`src/include/pin_mux_pkg.sv`:
```
package pin_mux_pkg;

  // ----------------------------------------------------------------
  // widths and address space
  // ----------------------------------------------------------------
  localparam int PORT_W      = 8;
  localparam int CTRL_W      = 4;
  localparam int ADDR_W      = 24;
  localparam int BANK_LSB    = 16;
  localparam int BANK_W      = 8;
  localparam int CS_W        = 5;
  localparam logic [BANK_W-1:0] BANK_LIMIT_B = 8'h10;  // first bank unreachable in mode b
  localparam logic [BANK_W-1:0] BANK_ZERO    = 8'h00;

  // ----------------------------------------------------------------
  // reset values
  // ----------------------------------------------------------------
  localparam logic [PORT_W-1:0] DIR_RESET   = 8'h00;  // all pins input
  localparam logic [PORT_W-1:0] LATCH_RESET = 8'h00;

  // fourth port bits with bus active; sixth port subclock bit, serial width, key input lsb
  localparam int HOLD_BIT  = 0;
  localparam int READY_BIT = 1;
  localparam int PHASE_BIT = 2;
  localparam int SUBCLK_BIT = 7;
  localparam int SERIAL_W  = 4;
  localparam int KEY_LSB   = 4;

  typedef enum logic [1:0] {
    SINGLE_CHIP,
    MEM_EXPANSION,
    MICROPROCESSOR
  } proc_mode_type;

  // straps seen by the mux
  typedef struct packed {
    logic processor_mode_input;
    logic expansion_request;
    logic byte_width_select;
    logic bus_method_select;
  } strap_type;

  // one external bus cycle as the core presents it
  typedef struct packed {
    logic [ADDR_W-1:0] address;
    logic [15:0]       wdata;
    logic              data_phase;
    logic              write;
    logic              byte_high_enable;
    logic              ale;
    logic              hold_acknowledge;
    logic              read_strobe;
    logic              write_low_byte;
    logic              write_high_byte;
    logic              resample_out;
    logic              internal_enable;
  } bus_req_type;

  // per-port pin pair
  typedef struct packed {
    logic [PORT_W-1:0] out;
    logic [PORT_W-1:0] oe;
  } pin_drive_type;

  // block state
  typedef struct packed {
    proc_mode_type      mode;
    logic               wide16;
    logic               mode_a;
    logic               latched;
    logic [PORT_W-1:0]  dir0;
    logic [PORT_W-1:0]  dir1;
    logic [PORT_W-1:0]  dir2;
    logic [PORT_W-1:0]  dir3;
    logic [PORT_W-1:0]  dir4;
    logic [PORT_W-1:0]  dir6;
    logic [PORT_W-1:0]  dir10;
    logic [PORT_W-1:0]  out_only_latch;
    logic               out_only_drive;
    pin_drive_type      p0;
    pin_drive_type      p1;
    pin_drive_type      p2;
    pin_drive_type      p3;
    pin_drive_type      p4;
    logic               enable_pin;
    logic               bank_fault;
  } state_type;

endpackage

```
`src/rtl/external_bus_pin_function_mux.sv`:
```
// Behaviour
// - processor-mode low gives single-chip or expansion; high gives microprocessor operation
// - reset input high puts the device in its reset state
// - with bus active, width select low means 16-bit data, high means 8-bit
// - with bus active, method select high is bus mode a, low is mode b
// - single-chip ports are per-pin directed, all inputs after reset
// - first port gives a0-a7 in mode a; chip selects, resample, a16-a17 in b
// - second port: 16-bit carries d8-d15 or a8-a15; 8-bit gives only a8-a15
// - third port multiplexes d0-d7 with a16-a23 in mode a, a0-a7 in b
// - control port gives r/w, bhe, ale, hold_acknowledge in a; wel, weh, ale, hold_acknowledge in b
// - fourth port bits 0,1,2 become hold in, ready in, phase clock out
// - in expansion only, phase clock pin may return to plain port use
// - enable pin shows internal access; in mode b with bus it is read strobe
// - output-only port floats until its latch is written; low nibble serves serial
// - sixth port bit 7 can output subclock; pins feed interrupts and b timers
// - upper four bits of the last port also act as key interrupt inputs
// - 16 mbyte space is 256 banks of 64 kbyte selected by top address byte
// - in bus mode b banks 10h to ffh are inaccessible
// - internal rom, ram and peripheral registers all live in bank zero
module external_bus_pin_function_mux (
  input  wire logic                               ref_clk_in,
  input  wire logic                               reset_in,
  input  wire pin_mux_pkg::strap_type             strap_in,
  input  wire pin_mux_pkg::bus_req_type           bus_req_in,
  input  wire logic                               phase_clock_in,
  input  wire logic                               subclock_in,
  input  wire logic                               phase_pin_as_port_in,
  input  wire logic                               subclock_select_in,
  input  wire logic [pin_mux_pkg::PORT_W-1:0]     port_latch_in,
  input  wire logic [pin_mux_pkg::PORT_W-1:0]     dir_wdata_in,
  input  wire logic [6:0]                         dir_we_in,
  input  wire logic                               out_only_we_in,
  input  wire logic [pin_mux_pkg::PORT_W-1:0]     out_only_wdata_in,
  input  wire logic [pin_mux_pkg::SERIAL_W-1:0]   serial_tx_in,
  input  wire logic                               serial_en_in,
  input  wire logic [pin_mux_pkg::PORT_W-1:0]     p0_pin_in,
  input  wire logic [pin_mux_pkg::PORT_W-1:0]     p1_pin_in,
  input  wire logic [pin_mux_pkg::PORT_W-1:0]     p2_pin_in,
  input  wire logic [pin_mux_pkg::CTRL_W-1:0]     p3_pin_in,
  input  wire logic [pin_mux_pkg::PORT_W-1:0]     p4_pin_in,
  input  wire logic [pin_mux_pkg::PORT_W-1:0]     p6_pin_in,
  input  wire logic [pin_mux_pkg::PORT_W-1:0]     p10_pin_in,
  output logic      [pin_mux_pkg::PORT_W-1:0]     address_low_port_out,
  output logic      [pin_mux_pkg::PORT_W-1:0]     address_low_port_oe_out,
  output logic      [pin_mux_pkg::PORT_W-1:0]     data_high_port_out,
  output logic      [pin_mux_pkg::PORT_W-1:0]     data_high_port_oe_out,
  output logic      [pin_mux_pkg::PORT_W-1:0]     data_low_port_out,
  output logic      [pin_mux_pkg::PORT_W-1:0]     data_low_port_oe_out,
  output logic      [pin_mux_pkg::CTRL_W-1:0]     bus_control_port_out,
  output logic      [pin_mux_pkg::CTRL_W-1:0]     bus_control_port_oe_out,
  output logic      [pin_mux_pkg::PORT_W-1:0]     p4_out,
  output logic      [pin_mux_pkg::PORT_W-1:0]     p4_oe_out,
  output logic      [pin_mux_pkg::PORT_W-1:0]     output_only_port_out,
  output logic      [pin_mux_pkg::PORT_W-1:0]     output_only_port_oe_out,
  output logic                                    subclock_pin_out,
  output logic                                    subclock_pin_oe_out,
  output logic      [pin_mux_pkg::PORT_W-1:0]     p6_oe_out,
  output logic      [pin_mux_pkg::PORT_W-1:0]     p10_oe_out,
  output logic      [pin_mux_pkg::CS_W-1:0]       chip_selects_out,
  output logic      [2:0]                         external_interrupt_inputs_out,
  output logic      [2:0]                         timer_b_inputs_out,
  output logic      [3:0]                         key_inputs_out,
  output logic                                    hold_request_out,
  output logic                                    ready_out,
  output logic                                    enable_pin_out,
  output logic      [pin_mux_pkg::PORT_W-1:0]     data_in_out,
  output logic                                    bus_active_out,
  output logic                                    mode_a_out,
  output logic                                    wide16_out,
  output logic                                    bank_fault_out,
  output logic                                    internal_bank_out
);
  import pin_mux_pkg::*;

  // ----------------------------------------------------------------
  // pin input synchronisers (two flops, first read only by second)
  // ----------------------------------------------------------------
  logic [PORT_W-1:0] p1_s1, p1_s2, p2_s1, p2_s2, p4_s1, p4_s2;
  logic [PORT_W-1:0] p6_s1, p6_s2, p10_s1, p10_s2;
  strap_type         strap_s1, strap_s2;
  // straps are pins too; reset is held long enough to cover the sync delay
  always_ff @(posedge ref_clk_in) begin
    strap_s1 <= strap_in;
    strap_s2 <= strap_s1;
    p1_s1  <= p1_pin_in;
    p1_s2  <= p1_s1;
    p2_s1  <= p2_pin_in;
    p2_s2  <= p2_s1;
    p4_s1  <= p4_pin_in;
    p4_s2  <= p4_s1;
    p6_s1  <= p6_pin_in;
    p6_s2  <= p6_s1;
    p10_s1 <= p10_pin_in;
    p10_s2 <= p10_s1;
  end

  // address bank extraction, used by several decoders
  function automatic logic [BANK_W-1:0] bank_of(input logic [ADDR_W-1:0] a);
    return a[BANK_LSB +: BANK_W];
  endfunction

  // ----------------------------------------------------------------
  // state registers
  // ----------------------------------------------------------------
  state_type st_ff, nxt_st;
  logic      bus_active;

  assign bus_active = (st_ff.mode != SINGLE_CHIP);

  always_comb begin
    logic [BANK_W-1:0] bank;
    logic              fault;
    bank  = bank_of(bus_req_in.address);
    fault = 1'b0;
    nxt_st = st_ff;
    // straps sampled only while reset is held; static afterwards
    if (reset_in) begin
      nxt_st.mode    = strap_s2.processor_mode_input ? MICROPROCESSOR :
                       (strap_s2.expansion_request ? MEM_EXPANSION : SINGLE_CHIP);
      nxt_st.wide16  = ~strap_s2.byte_width_select;
      nxt_st.mode_a  = strap_s2.bus_method_select;
      nxt_st.latched = 1'b1;
    end
    // direction registers of the first four ports only meaningful in single-chip port use
    if (dir_we_in[0]) nxt_st.dir0  = dir_wdata_in;
    if (dir_we_in[1]) nxt_st.dir1  = dir_wdata_in;
    if (dir_we_in[2]) nxt_st.dir2  = dir_wdata_in;
    if (dir_we_in[3]) nxt_st.dir3  = dir_wdata_in;
    if (dir_we_in[4]) nxt_st.dir4  = dir_wdata_in;
    if (dir_we_in[5]) nxt_st.dir6  = dir_wdata_in;
    if (dir_we_in[6]) nxt_st.dir10 = dir_wdata_in;
    // output-only port starts driving on first latch write
    if (out_only_we_in) begin
      nxt_st.out_only_latch = out_only_wdata_in;
      nxt_st.out_only_drive = 1'b1;
    end
    // default port behaviour: latch value under direction control
    nxt_st.p0 = '{out: port_latch_in, oe: st_ff.dir0};
    nxt_st.p1 = '{out: port_latch_in, oe: st_ff.dir1};
    nxt_st.p2 = '{out: port_latch_in, oe: st_ff.dir2};
    nxt_st.p3 = '{out: port_latch_in, oe: st_ff.dir3 & 8'h0F};
    nxt_st.p4 = '{out: port_latch_in, oe: st_ff.dir4};
    if (bus_active) begin
      // first port
      if (st_ff.mode_a)
        nxt_st.p0.out = bus_req_in.address[7:0];
      else begin
        nxt_st.p0.out = {bus_req_in.address[17:16], bus_req_in.resample_out,
                         chip_selects_out};
      end
      nxt_st.p0.oe = 8'hFF;
      // second port
      if (st_ff.wide16 && bus_req_in.data_phase) begin
        nxt_st.p1.out = bus_req_in.wdata[15:8];
        nxt_st.p1.oe  = {PORT_W{bus_req_in.write}};
      end else begin
        nxt_st.p1.out = bus_req_in.address[15:8];
        nxt_st.p1.oe  = 8'hFF;
      end
      // third port time-shared data and address
      if (bus_req_in.data_phase) begin
        nxt_st.p2.out = bus_req_in.wdata[7:0];
        nxt_st.p2.oe  = {PORT_W{bus_req_in.write}};
      end else begin
        nxt_st.p2.out = st_ff.mode_a ? bus_req_in.address[23:16]
                                     : bus_req_in.address[7:0];
        nxt_st.p2.oe  = 8'hFF;
      end
      // control port
      if (st_ff.mode_a)
        nxt_st.p3.out = {4'h0, bus_req_in.hold_acknowledge, bus_req_in.ale,
                         bus_req_in.byte_high_enable, bus_req_in.write};
      else
        nxt_st.p3.out = {4'h0, bus_req_in.hold_acknowledge, bus_req_in.ale,
                         bus_req_in.write_high_byte, bus_req_in.write_low_byte};
      nxt_st.p3.oe = 8'h0F;
      // fourth port: hold, ready inputs and phase clock
      nxt_st.p4.oe[HOLD_BIT]  = 1'b0;
      nxt_st.p4.oe[READY_BIT] = 1'b0;
      if (!(st_ff.mode == MEM_EXPANSION && phase_pin_as_port_in)) begin
        nxt_st.p4.out[PHASE_BIT] = phase_clock_in;
        nxt_st.p4.oe[PHASE_BIT]  = 1'b1;
      end
      // mode b reaches only the first sixteen banks
      fault = !st_ff.mode_a && (bank >= BANK_LIMIT_B);
    end
    nxt_st.bank_fault = fault;
    nxt_st.enable_pin = (bus_active && !st_ff.mode_a) ? bus_req_in.read_strobe
                                                      : bus_req_in.internal_enable;
    if (reset_in) begin
      nxt_st.dir0 = DIR_RESET;
      nxt_st.dir1 = DIR_RESET;
      nxt_st.dir2 = DIR_RESET;
      nxt_st.dir3 = DIR_RESET;
      nxt_st.dir4 = DIR_RESET;
      nxt_st.dir6 = DIR_RESET;
      nxt_st.dir10 = DIR_RESET;
      nxt_st.out_only_latch = LATCH_RESET;
      nxt_st.out_only_drive = 1'b0;
      nxt_st.p0 = '0;
      nxt_st.p1 = '0;
      nxt_st.p2 = '0;
      nxt_st.p3 = '0;
      nxt_st.p4 = '0;
      nxt_st.enable_pin = 1'b0;
      nxt_st.bank_fault = 1'b0;
    end
  end

  // single register for the whole state
  always_ff @(posedge ref_clk_in) begin
    st_ff <= nxt_st;
  end

  // ----------------------------------------------------------------
  // combinational decodes and pin outputs
  // ----------------------------------------------------------------
  // chip selects in mode b: one per 64 kbyte bank for banks 0 to 4 only, active low; bank 0 is cs0
  always_comb begin
    logic [BANK_W-1:0] cs_bank;
    cs_bank          = bank_of(bus_req_in.address);
    chip_selects_out = {CS_W{1'b1}};
    if (bus_active && !st_ff.mode_a && bus_req_in.ale == 1'b0 &&
        cs_bank < BANK_LIMIT_B && cs_bank < BANK_W'(CS_W))
      chip_selects_out[cs_bank[2:0]] = 1'b0;
  end

  assign address_low_port_out    = st_ff.p0.out;
  assign address_low_port_oe_out = st_ff.p0.oe;
  assign data_high_port_out      = st_ff.p1.out;
  assign data_high_port_oe_out   = st_ff.p1.oe;
  assign data_low_port_out       = st_ff.p2.out;
  assign data_low_port_oe_out    = st_ff.p2.oe;
  assign bus_control_port_out    = st_ff.p3.out[CTRL_W-1:0];
  assign bus_control_port_oe_out = st_ff.p3.oe[CTRL_W-1:0];
  assign p4_out                  = st_ff.p4.out;
  assign p4_oe_out               = st_ff.p4.oe;
  // serial channel borrows the low nibble when enabled
  assign output_only_port_out    = serial_en_in ?
      {st_ff.out_only_latch[PORT_W-1:SERIAL_W], serial_tx_in} : st_ff.out_only_latch;
  assign output_only_port_oe_out = {PORT_W{st_ff.out_only_drive}};
  assign subclock_pin_out        = subclock_select_in & subclock_in;
  assign subclock_pin_oe_out     = subclock_select_in | st_ff.dir6[SUBCLK_BIT];
  assign p6_oe_out               = st_ff.dir6;
  assign p10_oe_out              = st_ff.dir10;
  // alternate inputs of the sixth and last ports
  assign external_interrupt_inputs_out = p6_s2[5:3];
  assign timer_b_inputs_out            = {p6_s2[6], p6_s2[1:0]};
  assign key_inputs_out                = p10_s2[KEY_LSB +: 4];
  assign hold_request_out = bus_active & p4_s2[HOLD_BIT];
  assign ready_out        = ~bus_active | p4_s2[READY_BIT];
  assign enable_pin_out   = st_ff.enable_pin;
  assign data_in_out      = p2_s2;
  assign bus_active_out   = bus_active;
  assign mode_a_out       = st_ff.mode_a;
  assign wide16_out       = st_ff.wide16;
  assign bank_fault_out   = st_ff.bank_fault;
  // on-chip memory and registers decode only in bank zero
  assign internal_bank_out = (bank_of(bus_req_in.address) == BANK_ZERO);

  // ----------------------------------------------------------------
  // assertions
  // ----------------------------------------------------------------
  a_dir_reset_input: assert property (@(posedge ref_clk_in)
    reset_in |=> (st_ff.dir0 == DIR_RESET && address_low_port_oe_out == 8'h00))
    else $error("direction not cleared by reset");
  a_out_only_float: assert property (@(posedge ref_clk_in) disable iff (reset_in)
    (!out_only_we_in && !st_ff.out_only_drive) |=> output_only_port_oe_out == 8'h00)
    else $error("output-only port drove before latch write");
  a_out_only_drive: assert property (@(posedge ref_clk_in) disable iff (reset_in)
    out_only_we_in |=> output_only_port_oe_out == 8'hFF)
    else $error("output-only port not driving after write");
  a_mode_static: assert property (@(posedge ref_clk_in) disable iff (reset_in)
    $stable(st_ff.mode) && $stable(st_ff.mode_a) && $stable(st_ff.wide16))
    else $error("mode changed outside reset");
  a_mode_b_bank: assert property (@(posedge ref_clk_in) disable iff (reset_in)
    (bus_active && !st_ff.mode_a && bus_req_in.address[23:20] != 4'h0)
      |=> bank_fault_out)
    else $error("mode b bank above limit not flagged");
  a_enable_strobe: assert property (@(posedge ref_clk_in) disable iff (reset_in)
    (bus_active && !st_ff.mode_a) |=> enable_pin_out == $past(bus_req_in.read_strobe))
    else $error("enable pin not read strobe in mode b");
  a_port0_addr_a: assert property (@(posedge ref_clk_in) disable iff (reset_in)
    (bus_active && st_ff.mode_a) |=> address_low_port_out == $past(bus_req_in.address[7:0]))
    else $error("first port not low address in mode a");
  a_port2_addr_b: assert property (@(posedge ref_clk_in) disable iff (reset_in)
    (bus_active && !st_ff.mode_a && !bus_req_in.data_phase)
      |=> data_low_port_out == $past(bus_req_in.address[7:0]))
    else $error("third port not a0-a7 in mode b");
  a_port1_narrow: assert property (@(posedge ref_clk_in) disable iff (reset_in)
    (bus_active && !st_ff.wide16) |=> data_high_port_out == $past(bus_req_in.address[15:8]))
    else $error("second port not address in 8-bit mode");
  a_hold_ready_in: assert property (@(posedge ref_clk_in) disable iff (reset_in)
    bus_active |=> (p4_oe_out[1:0] == 2'b00))
    else $error("hold or ready pin driven");
  a_cs_idle_a: assert property (@(posedge ref_clk_in) disable iff (reset_in)
    (bus_active && st_ff.mode_a) |-> chip_selects_out == {CS_W{1'b1}})
    else $error("chip select active in mode a");
  a_ctrl_port_oe: assert property (@(posedge ref_clk_in) disable iff (reset_in)
    bus_active |=> bus_control_port_oe_out == 4'hF)
    else $error("control port not driven with bus active");

endmodule

```
`config.mk`:
```
export PLATFORM = sky130hd
export DESIGN_NAME = external_bus_pin_function_mux
export DESIGN_NICKNAME = d
export VERILOG_FILES = /design/src/include/pin_mux_pkg.sv /design/src/rtl/external_bus_pin_function_mux.sv
export SDC_FILE = /design/constraint.sdc
export NUM_CORES = 1
export LEC_CHECK = 0
export BUFFER_PORTS_ARGS = -buffer_cell sky130_fd_sc_hd__buf_4
export CORE_ASPECT_RATIO = 1.4
export CORE_MARGIN = 4
export CORE_UTILIZATION = 51
export DETAILED_ROUTE_END_ITERATION = 10
export GPL_TIMING_DRIVEN = 0
export PLACE_DENSITY = 0.86
export SETUP_SLACK_MARGIN = 0.15
export SLEW_MARGIN = 5
export SYNTH_ARGS = -nofsm -noshare
export SYNTH_HDL_FRONTEND = slang
export SYNTH_SLANG_ARGS = --single-unit
```
`constraint.sdc`:
```
create_clock -name ref_clk_in -period 2.15 [get_ports ref_clk_in]
set_input_delay 0.215 -clock ref_clk_in [delete_from_list [all_inputs] [get_ports ref_clk_in]]
set_output_delay 0.215 -clock ref_clk_in [all_outputs]
set_load 0.02 [all_outputs]
```
==> Word level (Yosys, flattened, before mapping) <==
Index checks and enable logic that the tools add are counted.
{ "word_totals": {"ff_bits": 197, "latch_bits": 0, "mem_bits_rw": 0, "rom_bits": 0, "output_inout_bits": 137, "elab_cells": 84, "n_memories": 0} }
{ "classes": {"add_sub_neg": 0, "n_mul": 0, "div_mod_pow": 0, "magnitude_cmp": 5, "n_eq_ne": 1, "n_shift": 0, "n_mux": 16, "bitwise": 8, "n_reduce_logical": 13} }
{ "ops": {"columns": ["operator", "n"], "rows": [
  ["2-to-1 mux 64 bit", 1],
  ["2-to-1 mux 16 bit", 2],
  ["2-to-1 mux 8 bit", 2],
  ["greater-or-equal comparator 8 x 5 -> 1 bit, second input constant", 1],
  ["logical AND 1 bit", 8],
  ["logical NOT 8 bit", 1],
  ["< comparator 8 x 3 -> 1 bit, second input constant", 1],
  ["< comparator 8 x 5 -> 1 bit, second input constant", 1],
  ["2-to-1 mux 1 bit", 6],
  ["2-to-1 mux 5 bit", 1],
  ["NOT 5 bit", 1],
  ["< comparator 3 x 4 -> 1 bit, second input constant", 1],
  ["2-to-1 mux 4 bit", 1],
  ["OR reduction 2 bit", 2],
  ["demux 1 bit (select 3 bit)", 1],
  ["greater-or-equal comparator 3 x 1 -> 1 bit, second input constant", 1],
  ["2-to-1 mux 3 bit", 1],
  ["NOT 1 bit", 3],
  ["bitwise AND 1 bit", 2],
  ["== test 2 x 1 -> 1 bit, second input constant", 1],
  ["2-to-1 mux 2 bit", 1],
  ["OR 1 bit", 2],
  ["nonzero test 2 bit", 1],
  ["logical NOT 1 bit", 1]
]} }

==> Depth between registers and ports, before layout <==
Gate-level depths: netlist of run 1.
{ "depth": {"ltp_word": 8, "mapped_depth": 6, "ltp_nobuf": 5} }

==> Worst setup path before layout of run 1 <==
No wires, ideal clock.
{ "synth_timing": {"path_kind": "flip-flop to flip-flop", "from": "register st_ff, in the netlist mode_a_out", "to": "register st_ff, in the netlist address_low_port_out[3]", "setup_time_ns": 0.117, "arrival_ns": 1.552, "required_time_ns": 2.033, "setup_slack_ns": 0.481, "path_stages_with_launch": 4, "n_path_buf": 0, "period_less_slack_ns": 1.669, "cell_sequence": "edfxtp_1 nor4_1 nand4_1 a32o_1"} }
{ "synth_via": {"elab_chain_cells": 8} }
{ "synth_lines": {"columns": ["item", "line_no", "text"], "rows": [
  ["from (decl)", "external_bus_pin_function_mux.sv:105", "state_type st_ff, nxt_st;"],
  ["from (signal assigned)", "external_bus_pin_function_mux.sv:212", "st_ff <= nxt_st;"],
  ["logical NOT 1 bit", "external_bus_pin_function_mux.sv:223", "if (bus_active && !st_ff.mode_a && bus_req_in.ale == 1'b0 &&"],
  ["logical AND 1 bit (3 in a row)", "external_bus_pin_function_mux.sv:223", null],
  ["logical AND 1 bit", "external_bus_pin_function_mux.sv:224", "cs_bank < BANK_LIMIT_B && cs_bank < BANK_W'(CS_W))"],
  ["2-to-1 mux 5 bit", "external_bus_pin_function_mux.sv:223", null],
  ["via chip_selects_out, one bit", "external_bus_pin_function_mux.sv:59", "output logic [pin_mux_pkg::CS_W-1:0] chip_selects_out,"],
  ["2-to-1 mux 8 bit", "external_bus_pin_function_mux.sv:145", "if (st_ff.mode_a)"],
  ["2-to-1 mux 64 bit", "external_bus_pin_function_mux.sv:143", "if (bus_active) begin"]
]} }
The timed path passes the listed nets, and every way through them passes these cells.
A chain may end at the register's enable or synchronous reset.

==> Final worst setup path of run 1 <==
{ "layout_timing": {"from": "register st_ff[151] (netlist name)", "to": "output port hold_request_out"} }
{ "layout_via": {"elab_chain_cells": 2} }
{ "layout_lines": {"columns": ["item", "line_no", "text"], "rows": [
  ["nonzero test 2 bit", "external_bus_pin_function_mux.sv:108", "assign bus_active = (st_ff.mode != SINGLE_CHIP);"],
  ["bitwise AND 1 bit", "external_bus_pin_function_mux.sv:250", "assign hold_request_out = bus_active & p4_s2[HOLD_BIT];"],
  ["to (decl)", "external_bus_pin_function_mux.sv:63", "output logic hold_request_out,"]
]} }
Every way passes these cells.

==> summary.txt, run 1 <==
Die
  • Starting Density: approximately half
  • Die Ht: 143 µm
  • # IOs: 286
  • Full die area: 0.0150 mm²
  • Core Area: 0.0128 mm²
  • Row count: 49
  • Chip width: 104 µm

Power and ir drop
  • VDD IR max: 0.630 mV
  • Design Power: 8.28 mW
  • Pwr Density: between 800 and 900 mW/mm²
  • Static Leak: 4.80 nW

Detailed routing
  • Routed wire per std cell: between 15 and 20 µm
  • Highest Signal Layer: met4
  • Vias: 5,402
  • Met2 Routed Length: approximately 10,000 µm
  • Post-route ant nets: 0
  • Metal-1 WL: 6590 µm
  • Initial DRC count: between 200 and 300
  • Metal3 WL: 1600 µm
  • Final WL: 19,200 µm
  • DRC violations left: 0
  • Vias per inst: 4.94
  • First-pass DRT Iterations: 7

Setup path
  • Worst r2r src: st_ff[151]
  • Cells on worst reg2reg path: 5
  • Setup crit end: hold_request_out
  • Required @ worst endpoint: 1930 ps
  • CP Class: reg2out
  • Critical Path Sink Type: output port
  • Critical path data arrival time: approximately 1800 ps
  • Crit path launch: st_ff[151]
  • CP Max Fanout: 10
  • Startpoint types: flip-flop
  • R2r setup slk: 530 ps
  • R2R Path End: data_low_port_out[3]

STA
  • Setup violators final: 0
  • Max Clk Rate: 499 MHz
  • Final worst-path cycle share: 93.2%
  • Max_slew headroom: roughly 44%
  • Min setup slack post-route: 146 ps
  • Fin. Hold Viols: 0
  • Slew Viols, Final: 0
  • Post-layout min period: 2000 ps
  • Worst-Margin Slew: 839 ps
  • Worst Skew: 12.1 ps
  • Hold Worst Slack: 15.5 ps
  • Setup TNS: 0 ps
  • RSZ-0062 raised after global routing: yes

Logic synthesis
  • Yosys cell types: 35
  • Mapped Cells: 639
  • Avg Inst Size Synth: approximately 10 µm²
  • YS warnings: 0
  • Register bit total from synthesis: around 190
  • Sequential share of the synthesized area: 56.9%
  • Biggest area consumer among synthesized cells: dfxtp_1
  • Syn Nets: 788
  • Mapped Area: around 0.0066 mm²
  • Synth top area cells: dfxtp_1 (55%), buf_4 (11%), mux2i_1 (11%)
  • Share of the synthesized area in the top cell type: around 55%

Global route
  • Global route total overflow: 0
  • First-pass GRT wire length: a little under 30,000 µm
  • Vias in the first global route: roughly 5,600
  • Initial antenna violation count: 0
  • Tot GR Track Use: 25.1%
  • Largest net degree at the start of global routing: 21

CTS
  • CTS sink count: 187
  • Clock buffer depth: 2
  • Worst-Skew Late Latency: 420 ps
  • Cts bufs inserted: 17
  • Worst-path clk slew: 80 ps
  • H-tree levels: 4
  • CTS root buf: clkbuf_16
  • CTS tree: done

Final layout
  • Commonest non-fill, non-tap cell in the layout: buf_4
  • Share of layout cells above drive strength 1: 42.1%
  • Antenna diode count: 0
  • Final Instance Area: 0.00957 mm²
  • Net count, final: 1,077
  • P&R area growth vs syn: 44.0%
  • Most frequent cells in the layout: buf_4 (346), dfxtp_1 (183), nor2_1 (100)
  • Filler instances: 896

Placed design
  • Dpl ws: 288 ps
  • Area after DPL: 0.00868 mm²
  • IO buf count: 245
  • GPL Wtd Cong: 0.943
  • Post-DP HPWL: 14,000 µm

Min path
  • Hold Path Depth: 3
  • Hold WC Path Type: in2reg

Outcome
  • Outcome: completed

Run
  • Max Cap Viol: 0
[worst min-delay path by stage]
| stage | to | from | slack, ps |
|---|---|---|---|
| 2_1_floorplan | p10_s1[4] | p10_pin_in[4] | 240 |
| 3_3_place_gp | strap_s2[1] | strap_s1[1] | 310 |
| 3_5_place_dp | strap_s2[3] | strap_s1[3] | 310 |
| 4_1_cts | st_ff[90] | out_only_wdata_in[7] | 10 |
| 5_1_grt | p4_out[7] | port_latch_in[7] | 30 |
| 6_report | st_ff[90] | out_only_wdata_in[7] | 20 |
[flip-flops by register name, indices dropped and copies added, names as in the netlist, 4 cells and up]
signal	flops
p2_s1	8
p10_s1	4
data_low_port_oe_out	8
strap_s1	4
bus_control_port_oe_out	4
p10_oe_out	8
data_low_port_out	8
data_in_out	8
bus_control_port_out	4
strap_s2	4
p10_s2	4
data_high_port_out	8
address_low_port_out	8
st_ff	46
p4_oe_out	8
data_high_port_oe_out	8
p6_s1	6
address_low_port_oe_out	8
p6_s2	6
p6_oe_out	8
p4_out	8
[power by group]
part	switching [mW]	total [mW]	internal [mW]
clock network	1.51	3.20	1.69
registers	0.0887	3.78	3.69
logic	0.633	1.30	0.664
total	2.23	8.28	6.05
[routing by layer]
metal | vias up | track usage [%]
met1 | 2497 | 24.9
met4 | 0 | 12.0
li1 | 2573 | -
met2 | 281 | 48.2
met5 | - | 0
met3 | 51 | 6.69
[final cells by class]
type | count | area (µm²) | area share, %
Sequential cell | 187 | 3780 | 39.5
Timing Repair Buffer | 270 | 2090 | 21.8
Multi-Input combinational cell | 315 | 1980 | 20.7
Buffer | 132 | 885 | 9.24
Clock buffer | 17 | 425 | 4.45
Clock inverter | 15 | 195 | 2.04
Tap cell | 153 | 191 | 2.00
Inverter | 5 | 18.8 | 0.196
[logic make-up (layout without fill, tap and decap cells)]
family | count (synthesis) | after routing | share of synthesized area [%]
compound gates | 61 | 61 | 6.21
simple gates | 176 | 176 | 11.5
buf+inv | 137 | 439 | 13.5
mux | 78 | 78 | 11.8
flops | 187 | 187 | 56.9
[stage by stage]
step | utilization, % | instances
floorplan | - | 639
global placement | 67.7 | 1037
detailed placement | 67.7 | 1037
CTS | 74.6 | 1094
global route | 74.7 | 1094
finish | 74.7 | 1094
[critical path, cell delays in order, from the launching register on]
cell,delay [ps]
edfxtp_1,430
nor2_4,140
inv_1,60
buf_2,180
clkbuf_4,230
and2_1,180
buf_4,150
[repair_timing]
item	4_1_cts	5_1_grt
pin swaps	1	0
hold endpoints to repair	24	0
hold buffers	24	0
setup endpoints to repair	6	3
gates resized for setup	2	3
setup buffers	1	0
[cell usage after synthesis, drive strengths merged]
library cell and n:
a21o 16, a21oi 17, a311oi 3, a31oi 5
a32o 3, and2 5, buf 112, clkbuf 20
clkinv 1, dfxtp 183, edfxtp 4, inv 4
mux2 4, mux2i 74, nand2 38, nand2b 5
nand3 2, nand4 2, nor2 101, nor2b 13
nor3 4, nor3b 1, nor4 2, o211a 1
o211ai 6, o21ai 3, o21bai 5, o22ai 2
or2 1, or3 2
(Power assumes the default switching activity.)
==> run 2, diff against run 1 <==
--- a/config.mk
+++ b/config.mk
@@ -11,6 +11,7 @@
 export CORE_UTILIZATION = 51
 export DETAILED_ROUTE_END_ITERATION = 10
 export GPL_TIMING_DRIVEN = 0
+export HOLD_SLACK_MARGIN = 0.06
 export PLACE_DENSITY = 0.86
 export SETUP_SLACK_MARGIN = 0.15
 export SLEW_MARGIN = 5
==> run 2 against run 1 <==
  * Critical path depth is 3 lower
  * Via count is 4.7% higher
  * Cell area is 3.3% higher
  * Clock power hardly changed
  * First-iteration DRC count is 16% higher
  * Total power is 1.0% higher
  * Sequential share of layout area is 1.3 points lower
  * Worst hold slack better by 57 ps
  * Count of clock-buffer cells in the layout stayed put
  * Die area stayed put
  * Sequential power hardly changed
  * Critical endpoint is now chip_selects_out[4]
  * Largest cell class unchanged
  * Largest power group unchanged
==> summary.txt, run 2 (synthesis gave the netlist of run 1 again) <==
Power and ir drop
  • Pint: 6.09 mW (+0.72%)
  • Power share of the clock group: 38.3% (-0.3 points)
  • Logic pwr share: 16.4% (+0.7 points)
  • VDD IR max: 0.636 mV (+0.97%)
  • Pwr Density: 846 mW/mm² (-2.3%)
  • Sw power: 2.27 mW (+1.8%)
  • Sw Ratio: 27.1% (+0.21 points)
  • Static Leak: 4.95 nW (+3.2%)
  • Sequential Power Share: 45.3% (-0.4 points)

STA
  • Worst Skew: 7.16 ps (-4.95 ps)
  • Post-layout min period: 1960 ps (-46.0 ps)
  • Setup violators final: 0 (unchanged)
  • Fin. Hold Viols: 0 (unchanged)
  • Final worst-path cycle share: 91.1% (-2.1 points)
  • Max Clk Rate: 511 MHz (+2.3%)
  • Slew Viols, Final: 0 (unchanged)
  • Worst-Margin Slew: 824 ps (-15.3 ps)
  • Max_slew headroom: 45.1% (+1.0 points)
  • Setup TNS: 0 ps (unchanged)
  • RSZ-0062 raised after global routing: yes

Detailed routing
  • Vias: 5,658 (+4.7%)
  • Highest Signal Layer: met4
  • DRC violations left: 0 (unchanged)
  • First-pass DRT Iterations: 5 (-2)
  • Metal3 WL: 1670 µm (+4.8%)
  • Final WL: 20,700 µm (+8.1%)
  • Vias per inst: 5.04 (+2.0%)
  • Initial DRC count: 303 (+16%)
  • Met2 Routed Length: 11,200 µm (+8.1%)
  • Metal-1 WL: 7010 µm (+6.5%)
  • Post-route ant nets: 0 (unchanged)
  • Routed wire per std cell: 18.4 µm (+5.3%)

CTS
  • CTS sink count: 187 (unchanged)
  • Worst-Skew Late Latency: 420 ps (about the same)
  • CTS root buf: clkbuf_16
  • Clock buffer depth: 2 (unchanged)
  • Worst-path clk slew: 80 ps (about the same)
  • H-tree levels: 4 (unchanged)
  • Cts bufs inserted: 17 (unchanged)
  • CTS tree: done

Die
  • Die Ht: 143 µm (unchanged)
  • # IOs: 286 (unchanged)
  • Row count: 49 (unchanged)
  • Core Area: 0.0128 mm² (unchanged)
  • Starting Density: 51.9% (unchanged)
  • Full die area: 0.0150 mm² (unchanged)
  • Chip width: 104 µm (unchanged)

Final layout
  • Net count, final: 1,106 (+2.7%)
  • Share of layout cells above drive strength 1: 41.6% (-0.43 points)
  • P&R area growth vs syn: 48.8%
  • Filler instances: 822 (-8.3%)
  • Most frequent cells in the layout: buf_4 (347), dfxtp_1 (183), nor2_1 (100)
  • Util after Layout: 77.2% (+2.5 points)
  • Commonest non-fill, non-tap cell in the layout: buf_4
  • Antenna diode count: 0 (unchanged)
  • Biggest register: st_ff
  • Max FFs per register: 46 (unchanged)

Setup path
  • Critical path data arrival time: 1740 ps (-50 ps)
  • Worst r2r src: st_ff[150]
  • Critical Path Sink Type: output port
  • CP Class: reg2out
  • Cells on worst reg2reg path: 7 (+2)
  • Startpoint types: flip-flop
  • Required @ worst endpoint: 1930 ps (about the same)
  • CP Max Fanout: 5 (-5)
  • Crit path launch: mode_a_out

Global route
  • Largest net degree at the start of global routing: 21 (unchanged)
  • Initial antenna violation count: 0 (unchanged)
  • Tot GR Track Use: 27.1% (+2.0 points)
  • Global route total overflow: 0 (unchanged)
  • Vias in the first global route: 6,000 (+7.3%)
  • First-pass GRT wire length: 31,100 µm (+7.7%)

Outcome
  • Outcome: completed

Min path
  • Hold Startpoint: bus_req_in[30]
  • Hold Path Depth: 2 (-1)
  • Hold WC Path Type: in2reg

Placed design
  • GPL Wtd Cong: 0.943 (unchanged)
  • IO buf count: 245 (unchanged)
  • Post-DP HPWL: 14,000 µm (unchanged)

Run
  • Max Cap Viol: 0 (unchanged)
[run 2: timing repair]
action / in CTS / in global routing
cloned: 0 / 0
gates resized for setup: 2 / 22
hold endpoints to repair: 54 / 0
hold buffers: 53 / 0
buffers inserted: 1 / 0
pin swaps: 1 / 1
endpoints found under the setup margin: 6 / 28
[run 2: critical path, stage by stage, from the launching register on]
cell and delay [ps]:
edfxtp_1 540, nor3_1 320, nand3_1 240, buf_4 230
[run 2: through the flow]
stage | hold slack (ps) | worst slack (ps) | total power, mW | std cells | area [µm²]
finish | 72.6 | 192 | 8.36 | 1123 | 9890
global placement | 310 | 318 | 5.08 | 1037 | 8680
floorplan | 243 | 481 | 4.54 | 639 | 6650
global route | 56.8 | 134 | 8.64 | 1123 | 9890
detailed placement | 312 | 288 | 5.11 | 1037 | 8680
CTS | 62.9 | 121 | 8.36 | 1123 | 9850
[run 2: cell type report]
| type | count | area (µm²) | share of cell area, % |
|---|---|---|---|
| buffer | 132 | 903 | 9.13 |
| inverter | 5 | 18.8 | 0.190 |
| tap | 153 | 191 | 1.94 |
| clock inverter | 15 | 195 | 1.97 |
| timing repair buffer | 299 | 2380 | 24.0 |
| multi-input combinational | 315 | 2000 | 20.2 |
| sequential | 187 | 3780 | 38.3 |
| clock buffer | 17 | 425 | 4.30 |
[run 2: metal layers]
layer	vias up	track usage [%]
li1	2635	-
met1	2645	26.1
met2	318	52.0
met3	60	7.28
met4	0	14.6
met5	-	0
[run 2: path summary, 6_finish.rpt]
check                             to  slack, ps
max              chip_selects_out[4]        190
min          address_low_port_out[4]         70
max reg2reg    data_high_port_out[1]        190
min reg2reg              strap_s2[3]        330
[run 2: power groups by stage]
stage                     combinational (mW)  sequential, mW  clock, mW
after floorplan                        0.682            3.86          0
after CTS                               1.34            3.78       3.24
after detailed placement                1.25            3.86          0
final                                   1.37            3.79       3.21
after global placement                  1.23            3.85          0
after global routing                    1.46            3.80       3.38
==> run 3, diff against run 2 <==
--- a/config.mk
+++ b/config.mk
@@ -8,12 +8,13 @@
 export BUFFER_PORTS_ARGS = -buffer_cell sky130_fd_sc_hd__buf_4
 export CORE_ASPECT_RATIO = 1.4
 export CORE_MARGIN = 4
-export CORE_UTILIZATION = 51
+export CORE_UTILIZATION = 47
 export DETAILED_ROUTE_END_ITERATION = 10
 export GPL_TIMING_DRIVEN = 0
 export HOLD_SLACK_MARGIN = 0.06
-export PLACE_DENSITY = 0.86
+export PLACE_DENSITY = 0.8
 export SETUP_SLACK_MARGIN = 0.15
+export SKIP_LAST_GASP = 1
 export SLEW_MARGIN = 5
 export SYNTH_ARGS = -nofsm -noshare
 export SYNTH_HDL_FRONTEND = slang
==> constraint.sdc (replaced) <==
create_clock -name ref_clk_in -period 2 [get_ports ref_clk_in]
set_input_delay 0.2 -clock ref_clk_in [delete_from_list [all_inputs] [get_ports ref_clk_in]]
set_output_delay 0.2 -clock ref_clk_in [all_outputs]
set_load 0.02 [all_outputs]
==> run 3 against run 2 <==
  * Die area up 7.9%
  * Non-clock buffer count grew 19
  * Count of clock-buffer cells in the layout grew 1
  * Combinational power grew 9%
  * Register-to-register slack lost 20 ps
  * Worst hold slack improved by 6.9 ps
  * Core utilization is 4.5 points lower
  * Sequential share of layout area decreased by 0.83 points
  * Largest cell class unchanged
  * Critical endpoint is now chip_selects_out[1]
  * Critical path depth increased by 1
  * Worst setup slack worse by 71 ps
==> summary.txt, run 3 (synthesis gave the netlist of run 1 again) <==
Outcome
  • Outcome: completed

Die
  • Full die area: 0.0161 mm² (+7.9%)
  • Core Area: 0.0139 mm² (+8.6%)
  • Chip width: 109 µm (+3.8%)
  • Die Ht: 149 µm (+3.9%)
  • Row count: 51 (+4.1%)
  • # IOs: 286 (unchanged)
  • Starting Density: 47.8% (-4.1 points)

Detailed routing
  • Final WL: 19,800 µm (-4.3%)
  • Vias per inst: 4.72 (-6.3%)
  • Vias: 5,542 (-2.1%)
  • First-pass DRT Iterations: 5 (unchanged)
  • DRC violations left: 0 (unchanged)
  • Post-route ant nets: 0 (unchanged)
  • Routed wire per std cell: 16.9 µm (-8.5%)
  • Initial DRC count: 203 (-33%)

Placed design
  • GPL Wtd Cong: 0.929 (-1.5%)
  • Dpl ws: 87.8 ps (-201 ps)
  • IO buf count: 245 (unchanged)
  • Post-DP HPWL: 13,600 µm (-3.1%)
  • Area after DPL: 0.00872 mm² (+0.46%)
  • Placed cell count: 1,069 (+3.1%)

STA
  • Fin. Hold Viols: 0 (unchanged)
  • Max Clk Rate: approximately 530 MHz
  • RSZ-0062 raised after global routing: yes
  • Setup violators final: 0 (unchanged)
  • Worst Skew: 11.7 ps (+4.50 ps)
  • Post-layout min period: 1880 ps
  • Final worst-path cycle share: a little over nine tenths
  • Setup TNS: 0 ps (unchanged)
  • Worst-Margin Slew: 806 ps (-17.8 ps)
  • Min setup slack post-route: 121 ps (-70.7 ps)
  • Hold Worst Slack: 79.5 ps (+6.92 ps)
  • Slew Viols, Final: 0 (unchanged)
  • Max_slew headroom: 46.3% (+1.2 points)

Setup path
  • Required @ worst endpoint: 1800 ps (-130 ps)
  • Startpoint types: flip-flop
  • CP Max Fanout: 3 (-2)
  • CP Class: reg2out
  • Critical Path Sink Type: output port
  • Critical path data arrival time: 1680 ps (-60 ps)

Global route
  • Tot GR Track Use: 24.2% (-2.9 points)
  • Global route total overflow: 0 (unchanged)
  • Initial antenna violation count: 0 (unchanged)
  • Largest net degree at the start of global routing: 20 (-4.8%)
  • Vias in the first global route: 5,649 (-5.9%)
  • First-pass GRT wire length: 29,600 µm (-5.0%)

CTS
  • CTS sink count: 187 (unchanged)
  • Cts bufs inserted: 17 (unchanged)
  • CTS tree: done
  • CTS root buf: clkbuf_16
  • H-tree levels: 4 (unchanged)
  • Worst-path clk slew: 70 ps (about the same)
  • Clock buffer depth: 2 (unchanged)
  • Worst-Skew Late Latency: 430 ps (about the same)

Power and ir drop
  • Logic pwr share: 17.0% (+0.6 points)
  • Pwr Density: 873 mW/mm² (+3.2%)
  • Pint: 6.46 mW (+6.1%)
  • Power share of the clock group: 37.0% (-1.3 points)
  • Static Leak: 5.01 nW (+1.3%)
  • Design Power: 8.82 mW (+5.5%)
  • Sw power: 2.36 mW (+4.0%)
  • VDD IR max: 0.549 mV (-14%)
  • Sequential Power Share: 46.0% (+0.7 points)
  • Sw Ratio: 26.7% (-0.39 points)

Final layout
  • Final Non-Filler Cells: 1,174 (+4.5%)
  • P&R area growth vs syn: 52.1%
  • Antenna diode count: 0 (unchanged)
  • Net count, final: 1,125 (+1.7%)
  • Share of layout cells above drive strength 1: 41.5% (-0.19 points)
  • Max FFs per register: 46 (unchanged)
  • Commonest non-fill, non-tap cell in the layout: buf_4
  • Biggest register: st_ff
  • Final Instance Area: 0.0101 mm² (+2.2%)
  • Most frequent cells in the layout: buf_4 (353), dfxtp_1 (183), nor2_1 (100)
  • Util after Layout: 72.7% (-4.5 points)

Min path
  • Hold WC Path Type: in2reg

Run
  • Max Cap Viol: 0 (unchanged)
-- run 3: worst paths after layout --
path                  startpoint                     to  slack (ps)  depth (start not counted)
setup / recovery      mode_a_out    chip_selects_out[1]         120                          4
hold / removal    bus_req_in[20]  data_high_port_out[2]          80                          3
setup reg to reg      st_ff[150]  data_high_port_out[0]         170                          6
hold reg to reg         p6_s1[5]               p6_s2[5]         330                          0
-- run 3: worst max-delay path, stage by stage (launching register included) --
cell	delay (ps)
edfxtp_1	510
buf_4	190
nor3_2	200
nand4_1	160
buf_4	200
-- run 3: repair_timing --
item                                    4_1_cts  5_1_grt
setup buffers                                 2        7
endpoints found under the setup margin        6        9
gates resized for setup                       8       11
hold buffers                                 63        0
pin swaps                                     1        3
hold endpoints to repair                     65        0
gates cloned                                  0        1
-- run 3: area by class of cell --
| cell class | count | area (µm²) |
|---|---|---|
| clock inverter | 14 | 156 |
| multi-input combinational | 315 | 2000 |
| buffer | 132 | 911 |
| inverter | 5 | 18.8 |
| timing repair buffer | 318 | 2570 |
| sequential | 187 | 3780 |
| clock buffer | 18 | 439 |
| fill | 986 | 3800 |
| tap | 185 | 231 |
-- run 3: power by group through the flow --
stage          Sequential (mW)  Clock, mW  Combinational (mW)
2_1_floorplan             4.15          0               0.733
3_3_place_gp              4.13          0                1.33
3_5_place_dp              4.14          0                1.34
4_1_cts                   4.06       3.32                1.46
5_1_grt                   4.08       3.49                1.60
6_report                  4.06       3.26                1.50
-- run 3: per-layer routing --
layer / vias to the layer above / wire length (µm) / GRT usage (%)
met2: 257 / 10700 / 44.6
met5: - / 0 / 0
met4: 0 / 602 / 11.6
met1: 2569 / 6900 / 24.2
met3: 40 / 1620 / 7.43
li1: 2676 / - / -
